File: src/inc/lvbc_pkg.sv
package lvbc_pkg;
	// ----------------------------------------
	// timing
	// ----------------------------------------
	localparam int LVBC_CLK_KHZ = 10000; // sys_clk rate
	localparam int LVBC_DISCH_US = 50; // output discharge time
	localparam int LVBC_DISCH_CYC = LVBC_DISCH_US * LVBC_CLK_KHZ / 1000;
	// ----------------------------------------
	// register map and fields
	// ----------------------------------------
	localparam logic [3:0] LVBC_A_VOLT = 4'h0;
	localparam logic [3:0] LVBC_A_MODE = 4'h1;
	localparam logic [3:0] LVBC_A_CFG = 4'h2;
	localparam logic [3:0] LVBC_A_STAT = 4'h3;
	localparam logic [3:0] LVBC_A_ICLR = 4'h4;
	localparam logic [3:0] LVBC_A_IEN = 4'h5;
	localparam int LVBC_RUN_LSB = 0; // mode register
	localparam int LVBC_STBY_LSB = 2;
	localparam int LVBC_ILIM_LSB = 0; // config register
	localparam int LVBC_PHASE_LSB = 2;
	localparam int LVBC_IRQ_BIT = 0; // status, clear, enable
	localparam logic [1:0] LVBC_MODE_ON_RST = 2'h3;
	localparam logic [1:0] LVBC_MODE_OFF_RST = 2'h0;
	localparam logic [2:0] LVBC_PHASE_RST = 3'h7;
	localparam logic [1:0] LVBC_ILIM_RST = 2'h0;
	// ----------------------------------------
	// types
	// ----------------------------------------
	typedef enum logic [1:0] {LVBC_OFF, LVBC_PWM, LVBC_PFM, LVBC_AUTOSKIP} lvbc_mode_t;
	typedef enum logic [1:0] {LVBC_ST_LOAD, LVBC_ST_RUN, LVBC_ST_DISCH} lvbc_state_t;
	typedef struct packed {
		logic [3:0] addr;
		logic [7:0] wdata;
		logic wr;
		logic rd;
	} lvbc_bus_t;
	typedef struct packed {
		logic [4:0] voltage_code;
		logic in_sequence;
		logic [1:0] inductor_select;
	} lvbc_otp_t;
	typedef struct packed {
		logic enable;
		logic discharge;
		lvbc_mode_t mode;
		logic [12:0] target_mv;
		logic [12:0] ilim_ma;
		logic [8:0] phase_deg;
		logic [10:0] inductor_nh;
	} lvbc_drive_t;
endpackage

File: src/rtl/lvbc_top.sv
// Summary of operation
// one 5-bit code sets run and standby voltage
// code maps 1.00 V upward, 27-31 give 4.10
// code change while on: discharge, then restart
// voltage code loaded from OTP at power up
// run mode defaults autoskip if sequenced, else off
// standby mode defaults autoskip if sequenced, else off
// mode 00 off, 01 PWM, 10 PFM, 11 autoskip
// mode change raises irq, pin low if enabled
// run to standby keeps voltage, only enable changes; the code also switches drive.mode to the standby field
// current limit code 2.1, 2.6, 3.0, 4.5 A
// phase code 45 degree steps, 111 is zero
// phase zero at power up, writable when on
// OTP inductor 1.0, 0.47, 1.5 uH, 11 reserved
// run field in run, standby field in standby
// irq flag sticky until software clears it
//
// Implementation choices: strobed register access and the register offsets.
module lvbc_top
	import lvbc_pkg::*;
#(
	parameter int DISCHARGE_CYCLES = LVBC_DISCH_CYC
)(
	input wire logic sys_clk,
	input wire logic srst,
	input wire lvbc_bus_t reg_bus,
	output logic [7:0] rdata,
	input wire lvbc_otp_t otp,
	input wire logic system_on,
	input wire logic standby_state,
	output lvbc_drive_t drive,
	output logic interrupt_out_n
);
	// ----------------------------------------
	// elaboration checks
	// ----------------------------------------
	if (DISCHARGE_CYCLES < 1 || DISCHARGE_CYCLES > 900)
		$error("discharge count out of range");

	localparam int DIS_MAX = DISCHARGE_CYCLES + 2; // window for assertions

	// ----------------------------------------
	// state
	// ----------------------------------------
	typedef struct packed {
		lvbc_state_t state; // load, run or discharge
		logic [9:0] cnt; // discharge cycles left
		logic [4:0] output_voltage_code; // written code
		logic [4:0] applied_code; // code driven to regulator
		logic [1:0] run_state_mode_field;
		logic [1:0] standby_state_mode_field;
		logic [1:0] current_limit_select;
		logic [2:0] switch_phase_field;
		logic [1:0] inductor_select_otp;
		logic mode_change_irq; // sticky flag
		logic irq_en;
		logic irq_n;
		lvbc_mode_t prev_mode; // last selected mode
		logic [7:0] rdata;
		lvbc_drive_t drive;
	} lvbc_regs_t;

	lvbc_regs_t cur; // registered state
	lvbc_regs_t next_cur; // next value

	// ----------------------------------------
	// decode functions
	// ----------------------------------------
	// voltage code to millivolt target
	function automatic logic [12:0] volt_mv(input logic [4:0] c);
		case (c)
			5'h00: volt_mv = 13'd1000;
			5'h01: volt_mv = 13'd1100;
			5'h02: volt_mv = 13'd1200;
			5'h03: volt_mv = 13'd1250;
			5'h04: volt_mv = 13'd1300;
			5'h05: volt_mv = 13'd1350;
			5'h06: volt_mv = 13'd1500;
			5'h07: volt_mv = 13'd1600;
			5'h08: volt_mv = 13'd1800;
			5'h09: volt_mv = 13'd1850;
			5'h0A: volt_mv = 13'd2000;
			5'h0B: volt_mv = 13'd2100;
			5'h0C: volt_mv = 13'd2150;
			5'h0D: volt_mv = 13'd2250;
			5'h0E: volt_mv = 13'd2300;
			5'h0F: volt_mv = 13'd2400;
			5'h10: volt_mv = 13'd2500;
			5'h11: volt_mv = 13'd2800;
			5'h12: volt_mv = 13'd3150;
			5'h13: volt_mv = 13'd3200;
			5'h14: volt_mv = 13'd3250;
			5'h15: volt_mv = 13'd3300;
			5'h16: volt_mv = 13'd3350;
			5'h17: volt_mv = 13'd3400;
			5'h18: volt_mv = 13'd3500;
			5'h19: volt_mv = 13'd3800;
			5'h1A: volt_mv = 13'd4000;
			default: volt_mv = 13'd4100; // 27 to 31 saturate
		endcase
	endfunction

	// current limit select to peak milliamps
	function automatic logic [12:0] ilim_ma(input logic [1:0] c);
		case (c)
			2'h0: ilim_ma = 13'd2100;
			2'h1: ilim_ma = 13'd2600;
			2'h2: ilim_ma = 13'd3000;
			default: ilim_ma = 13'd4500;
		endcase
	endfunction

	// phase code to degrees; all ones wraps to zero
	function automatic logic [8:0] phase_deg(input logic [2:0] c);
		phase_deg = (c == 3'h7) ? 9'd0 : 9'(({6'h0, c} + 9'd1) * 9'd45);
	endfunction

	// inductor code to nanohenry; reserved reads as zero
	function automatic logic [10:0] ind_nh(input logic [1:0] c);
		case (c)
			2'h0: ind_nh = 11'd1000;
			2'h1: ind_nh = 11'd470;
			2'h2: ind_nh = 11'd1500;
			default: ind_nh = 11'd0;
		endcase
	endfunction

	// ----------------------------------------
	// next state
	// ----------------------------------------
	// one pass: sequencer, register writes, irq, then drive
	always_comb
	begin
		logic vwr; // write to voltage register
		logic [4:0] wcode; // code being written
		lvbc_mode_t sel; // mode field selected by state
		vwr = 1'b0;
		wcode = 5'h00;
		sel = LVBC_OFF;
		next_cur = cur;
		next_cur.rdata = 8'h00; // read data stands one cycle only
		vwr = reg_bus.wr && reg_bus.addr == LVBC_A_VOLT && cur.state != LVBC_ST_LOAD;
		wcode = reg_bus.wdata[4:0];
		case (cur.state)
			LVBC_ST_LOAD:
			begin
				// otp sampled one cycle after reset release
				next_cur.output_voltage_code = otp.voltage_code;
				next_cur.applied_code = otp.voltage_code;
				next_cur.run_state_mode_field = otp.in_sequence ?
					LVBC_MODE_ON_RST : LVBC_MODE_OFF_RST;
				next_cur.standby_state_mode_field = otp.in_sequence ?
					LVBC_MODE_ON_RST : LVBC_MODE_OFF_RST;
				next_cur.inductor_select_otp = otp.inductor_select;
				next_cur.state = LVBC_ST_RUN;
			end
			LVBC_ST_RUN:
			begin
				if (vwr)
				begin
					next_cur.output_voltage_code = wcode;
					// live regulator must discharge before retargeting
					if (system_on && cur.drive.enable && wcode != cur.applied_code)
					begin
						next_cur.state = LVBC_ST_DISCH;
						next_cur.cnt = 10'(DISCHARGE_CYCLES - 1);
					end
					else
					begin
						next_cur.applied_code = wcode; // off, disabled or same code: no ramp to undo
					end
				end
			end
			LVBC_ST_DISCH:
			begin
				// a write during discharge is picked up at restart
				if (vwr)
					next_cur.output_voltage_code = wcode;
				if (cur.cnt == 10'h000)
				begin
					next_cur.applied_code = next_cur.output_voltage_code;
					next_cur.state = LVBC_ST_RUN;
				end
				else
				begin
					next_cur.cnt = cur.cnt - 10'h001;
				end
			end
			default:
			begin
				next_cur.state = LVBC_ST_LOAD;
			end
		endcase
		// control writes
		if (reg_bus.wr && cur.state != LVBC_ST_LOAD)
		begin
			case (reg_bus.addr)
				LVBC_A_MODE:
				begin
					next_cur.run_state_mode_field = reg_bus.wdata[LVBC_RUN_LSB +: 2];
					next_cur.standby_state_mode_field = reg_bus.wdata[LVBC_STBY_LSB +: 2];
				end
				LVBC_A_CFG:
				begin
					next_cur.current_limit_select = reg_bus.wdata[LVBC_ILIM_LSB +: 2];
					next_cur.switch_phase_field = reg_bus.wdata[LVBC_PHASE_LSB +: 3];
				end
				LVBC_A_IEN:
				begin
					next_cur.irq_en = reg_bus.wdata[LVBC_IRQ_BIT];
				end
				LVBC_A_ICLR:
				begin
					if (reg_bus.wdata[LVBC_IRQ_BIT])
						next_cur.mode_change_irq = 1'b0;
				end
				default:
				begin
					next_cur.irq_en = next_cur.irq_en; // volt handled above
				end
			endcase
		end
		// reads
		if (reg_bus.rd)
		begin
			case (reg_bus.addr)
				LVBC_A_VOLT: next_cur.rdata = {3'h0, cur.output_voltage_code};
				LVBC_A_MODE: next_cur.rdata = {4'h0, cur.standby_state_mode_field,
					cur.run_state_mode_field};
				LVBC_A_CFG: next_cur.rdata = {3'h0, cur.switch_phase_field,
					cur.current_limit_select};
				LVBC_A_STAT: next_cur.rdata = {4'h0, cur.inductor_select_otp,
					cur.state == LVBC_ST_DISCH, cur.mode_change_irq};
				LVBC_A_IEN: next_cur.rdata = {7'h00, cur.irq_en};
				default: next_cur.rdata = 8'h00; // clear reg and unmapped
			endcase
		end
		// mode field follows run or standby state
		sel = lvbc_mode_t'(standby_state ? next_cur.standby_state_mode_field :
			next_cur.run_state_mode_field);
		next_cur.prev_mode = sel;
		// set after clear, so a change in the clear cycle survives
		if (cur.state != LVBC_ST_LOAD && sel != cur.prev_mode)
			next_cur.mode_change_irq = 1'b1;
		next_cur.irq_n = !(next_cur.mode_change_irq && next_cur.irq_en);
		// drive: voltage is one code for both states, so standby keeps it
		next_cur.drive.mode = sel;
		next_cur.drive.enable = sel != LVBC_OFF &&
			next_cur.state == LVBC_ST_RUN;
		next_cur.drive.discharge = next_cur.state == LVBC_ST_DISCH;
		next_cur.drive.target_mv = volt_mv(next_cur.applied_code);
		next_cur.drive.ilim_ma = ilim_ma(next_cur.current_limit_select);
		next_cur.drive.phase_deg = phase_deg(next_cur.switch_phase_field);
		next_cur.drive.inductor_nh = ind_nh(next_cur.inductor_select_otp);
	end

	// ----------------------------------------
	// registers
	// ----------------------------------------
	// synchronous reset; otp is caught in the load state after it
	always_ff @(posedge sys_clk)
	begin
		if (srst)
		begin
			cur <= '0;
			cur.state <= LVBC_ST_LOAD;
			cur.switch_phase_field <= LVBC_PHASE_RST;
			cur.current_limit_select <= LVBC_ILIM_RST;
			cur.irq_n <= 1'b1;
			cur.prev_mode <= LVBC_OFF;
		end
		else
		begin
			cur <= next_cur;
		end
	end

	assign rdata = cur.rdata;
	assign drive = cur.drive;
	assign interrupt_out_n = cur.irq_n;

	// ----------------------------------------
	// assertions
	// ----------------------------------------
	otp_load_a: assert property (@(posedge sys_clk) disable iff (srst)
		cur.state == LVBC_ST_LOAD |=> cur.output_voltage_code == $past(otp.voltage_code)
		&& cur.drive.target_mv == volt_mv($past(otp.voltage_code)))
		else $error("otp voltage not loaded");

	mode_default_a: assert property (@(posedge sys_clk) disable iff (srst)
		cur.state == LVBC_ST_LOAD |=> cur.run_state_mode_field ==
		($past(otp.in_sequence) ? 2'h3 : 2'h0) && cur.standby_state_mode_field ==
		cur.run_state_mode_field)
		else $error("mode default wrong");

	top_code_a: assert property (@(posedge sys_clk) disable iff (srst)
		cur.state == LVBC_ST_RUN && cur.applied_code >= 5'h1B
		|-> cur.drive.target_mv == 13'd4100)
		else $error("top codes not saturated");

	disch_start_a: assert property (@(posedge sys_clk) disable iff (srst)
		cur.state == LVBC_ST_RUN && reg_bus.wr && reg_bus.addr == LVBC_A_VOLT
		&& system_on && cur.drive.enable && reg_bus.wdata[4:0] != cur.applied_code
		|=> cur.drive.discharge && !cur.drive.enable
		&& $stable(cur.drive.target_mv))
		else $error("no discharge before retarget");

	disch_end_a: assert property (@(posedge sys_clk) disable iff (srst)
		$rose(cur.drive.discharge) |-> cur.drive.discharge[*1] ##[1:DIS_MAX]
		!cur.drive.discharge && cur.applied_code == cur.output_voltage_code)
		else $error("discharge did not end with new code");

	volt_hold_a: assert property (@(posedge sys_clk) disable iff (srst)
		cur.state == LVBC_ST_RUN && !(reg_bus.wr && reg_bus.addr == LVBC_A_VOLT)
		|=> $stable(cur.drive.target_mv))
		else $error("voltage moved without a write");

	mode_sel_a: assert property (@(posedge sys_clk) disable iff (srst)
		cur.state != LVBC_ST_LOAD |=> cur.drive.mode == ($past(standby_state) ?
		cur.standby_state_mode_field : cur.run_state_mode_field)
		&& (cur.drive.enable == (cur.drive.mode != LVBC_OFF && !cur.drive.discharge)))
		else $error("wrong mode field driven");

	irq_set_a: assert property (@(posedge sys_clk) disable iff (srst)
		$past(cur.state) != LVBC_ST_LOAD && $changed(cur.drive.mode)
		|-> cur.mode_change_irq && interrupt_out_n == !cur.irq_en)
		else $error("mode change not flagged");

	irq_sticky_a: assert property (@(posedge sys_clk) disable iff (srst)
		cur.mode_change_irq && !(reg_bus.wr && reg_bus.addr == LVBC_A_ICLR)
		|=> cur.mode_change_irq)
		else $error("irq flag lost");

	irq_mask_a: assert property (@(posedge sys_clk) disable iff (srst)
		!cur.irq_en |-> interrupt_out_n)
		else $error("masked irq drives pin");

	phase_rst_a: assert property (@(posedge sys_clk)
		srst ##1 !srst |=> cur.drive.phase_deg == 9'd0)
		else $error("phase not zero at power up");

	cfg_dec_a: assert property (@(posedge sys_clk) disable iff (srst)
		cur.state != LVBC_ST_LOAD |-> cur.drive.ilim_ma == ilim_ma(cur.current_limit_select)
		&& cur.drive.phase_deg == phase_deg(cur.switch_phase_field)
		&& cur.drive.inductor_nh == ind_nh(cur.inductor_select_otp))
		else $error("config decode wrong");

	disch_c: cover property (@(posedge sys_clk) disable iff (srst)
		$fell(cur.drive.discharge) ##1 cur.drive.enable);
	irq_c: cover property (@(posedge sys_clk) disable iff (srst)
		$fell(interrupt_out_n));
	stby_c: cover property (@(posedge sys_clk) disable iff (srst)
		$rose(standby_state) ##1 cur.drive.enable);
	top_c: cover property (@(posedge sys_clk) disable iff (srst)
		cur.applied_code == 5'h1F);
endmodule

File: config.mk
export PLATFORM = sky130hd
export DESIGN_NAME = lvbc_top
export DESIGN_NICKNAME = d
export VERILOG_FILES = /design/src/inc/lvbc_pkg.sv /design/src/rtl/lvbc_top.sv
export SDC_FILE = /design/constraint.sdc
export NUM_CORES = 1
export LEC_CHECK = 0
export BUFFER_PORTS_ARGS = -buffer_cell sky130_fd_sc_hd__buf_2
export CORE_ASPECT_RATIO = 0.75
export CORE_MARGIN = 4
export CORE_UTILIZATION = 31
export DETAILED_ROUTE_END_ITERATION = 16
export GPL_ROUTABILITY_DRIVEN = 0
export PLACE_DENSITY = 0.59
export SLEW_MARGIN = 20
export SYNTH_ARGS = -nofsm -noshare
export SYNTH_HDL_FRONTEND = slang
export SYNTH_SLANG_ARGS = --single-unit
File: constraint.sdc
create_clock -name sys_clk -period 5.5 [get_ports sys_clk]
set_input_delay 0.275 -clock sys_clk [delete_from_list [all_inputs] [get_ports sys_clk]]
set_output_delay 0.275 -clock sys_clk [all_outputs]
set_load 0.05 [all_outputs]
==> summary.txt <==
Mapped cell area: 4590 µm²
DR top layer: met4
Seq cells post-synth: 77
Slew Limit Fails: 0
Post-synthesis mux area share: 6.92%
Most frequent cell after synthesis: dfxtp_1
Via density per instance: 5.02
Most frequent cells after synthesis: dfxtp_1, buf_4, nor2_1, a21oi_1, nand2_1
Synth Instances: 535
RSZ-0062 raised after global routing: no
DIE AREA: 16800 µm²
P&R area growth vs syn: 9.07%
Clk Latency, worst-skew pair: 0.34 ns
FILL cells: 1506
Post-CTS setup buffer count: 0
Worst-Margin Slew: 0.911 ns
Post-Route Skew: 0.00810 ns
Initial core utilization: 31.7%
Synth area leader: dfxtp_1
WS Path Type: reg2reg
Setup violators final: 0
Num CTS Buffers: 9
# nets final: 601
# placed instances: 737
Ys flop type: dfxtp_1
Yosys warns: 0
PwrDens: 284 nW/µm²
Post-synthesis average cell area: 8.58 µm²
Xor and xnor area share after synthesis: 2.67%
Total GRT Usage: 13.1%
Chip height: 113 µm
Met2 WL: 4720 µm
Pre-CTS setup slack: 1.38 ns
Setup crit end kind: flop
Adder-Cell Fraction of Synth Area: 7.68%
Drt drc: 0
Total gr overflow: 0
Largest family of logic cells by synthesized area: simple AND/OR/NAND/NOR gates
Share of layout cells above drive strength 1: 20.5%
WHS: 0.191 ns
Setup TNS Final: 0 ns
Final worst path period need: 4.10 ns
Final hold viol count: 0
Simple-gate share of the synthesized area: 18.8%
Vias in the first global route: 3529
WL met3: 1010 µm
DIE WIDTH: 149 µm
Post-synth EDFFs: 0
Async SR Flop Fraction: 0%
Final WL: 11000 µm
Critical Path Fanout Max: 15
Clk sink count: 77
Status: finished clean
Synth top area share: 33.6%
CTS max path bufs: 2
CP arrival: 4.34 ns
Dpl hpwl: 8200 µm
Pre-antenna DRT Iters: 5
I/O Buffers: 72
Vias: 3774
Worst Hold Class: in2reg
CP required: 5.74 ns
Post-synthesis compound-gate area fraction: 16.8%
Max IR drop VDD: 0.145 mV
Initial antenna violation count: 0
Initial DRC count: 456
Post-route ant nets: 0
Startpoint Class: flop
M1 WL: 5130 µm
Pin count of the biggest net entering global routing: 59
Cts repair resizes: 0
Total power: 1.42 mW
Post-route insts no fill: 752
Ant diodes: 0
Top cells by area, synth: dfxtp_1, buf_4, ha_1
Global-route wire length before repair: 17900 µm
Rows: 38
Worst setup margin: 1.40 ns
Average wire per standard cell: 14.7 µm
Pleak: 2.18 nW
Hold-fix buffers at CTS: 0
# H-tree levels: 3
Fmax: 244 MHz
Period utilization: 74.5%
Clock root buffer: clkbuf_16
CTS tree: done
Cell variety after synth: 64
Clock transition at the registers of the reported paths: 0.06 ns
Max Cap Viol: 0
Sequential share of the synthesized area: 33.6%
Core Footprint: 14500 µm²
Io pins: 85
Worst slew margin: 38.4%
## cells in the final DEF, fill, tap and decap left out, types with 4 or more instances in the layout
cell       Yosys  final
a211oi_1      11     11
a21o_1         4      4
a21oi_1       32     32
and2_1         9      9
buf_2          3     72
buf_4         59      5
clkbuf_16      0      9
conb_1         1     10
dfxtp_1       77     77
ha_1          25     25
inv_1         21     21
mux2i_1       16     16
mux4_2         6      6
nand2_1       31     31
nand2b_1      15     15
nor2_1        57     57
nor2b_1       11     11
nor3_1        19     19
nor4_1         5      5
o21ai_0       23     23
o31ai_1        5      5
or2_2          8      8
xnor2_1        7      7
xor2_1         7      7
## cell type report
type	count	area (µm²)	share of cell area [%]
clock buffer	11	243	4.85
clock inverter	4	25.0	0.500
inverter	21	78.8	1.57
multi-input combinational	362	2470	49.4
sequential	77	1540	30.8
tap	200	250	5.00
timing repair buffer	77	398	7.94
## per-layer routing
metal | track usage [%] | vias up
met5 | 0 | -
met4 | 4.37 | 0
met3 | 4.05 | 15
met2 | 19.6 | 168
met1 | 18.1 | 1762
li1 | - | 1829
## registers in the layout (all words and copies together), names as in the netlist
signal	cells
cur	35
interrupt_out_n	1
rdata	5
drive	36
## stage by stage
step           utilization [%]  area [µm²]
2_1_floorplan                -        4630
3_3_place_gp              32.6        4730
3_5_place_dp              32.6        4730
4_1_cts                   34.5        5000
5_1_grt                   34.5        5010
6_report                  34.5        5010
## worst paths after layout
check	startpoint	to	slack (ns)	cells past startpoint
min reg2reg	cur[79]	cur[79]	0.48	2
max	cur[95]	drive[19]	1.40	14
min	reg_bus[0]	rdata[0]	0.19	3
max reg2reg	cur[95]	drive[19]	1.40	14
## cell families (layout without fill, tap and decap cells)
logic type | Yosys count | count (layout)
and+or+nand+nor | 174 | 174
AOI/OAI and AO/OA | 113 | 113
buffers and inverters | 105 | 113
DFF | 77 | 77
adders and majority gates | 27 | 27
muxes | 24 | 24
xor gates and xnor gates | 14 | 14
other | 1 | 10
## where the power goes
group	total [mW]	internal [mW]	switching, mW
sequential	0.596	0.585	0.0118
combinational	0.288	0.0859	0.202
clock	0.537	0.313	0.224
total	1.42	0.984	0.438
## worst max-delay path, stage by stage, from the launching register on
cell and delay [ns]:
dfxtp_1 0.63, o21ai_1 0.26, nor3_1 0.20, buf_4 0.20
mux2i_1 0.38, nor2_1 0.08, ha_1 0.34, ha_1 0.31
fa_1 0.47, ha_1 0.35, a21o_1 0.20, a21o_1 0.18
a21oi_1 0.16, xor2_1 0.17, nor2_1 0.05
(Power assumes the default switching activity.)
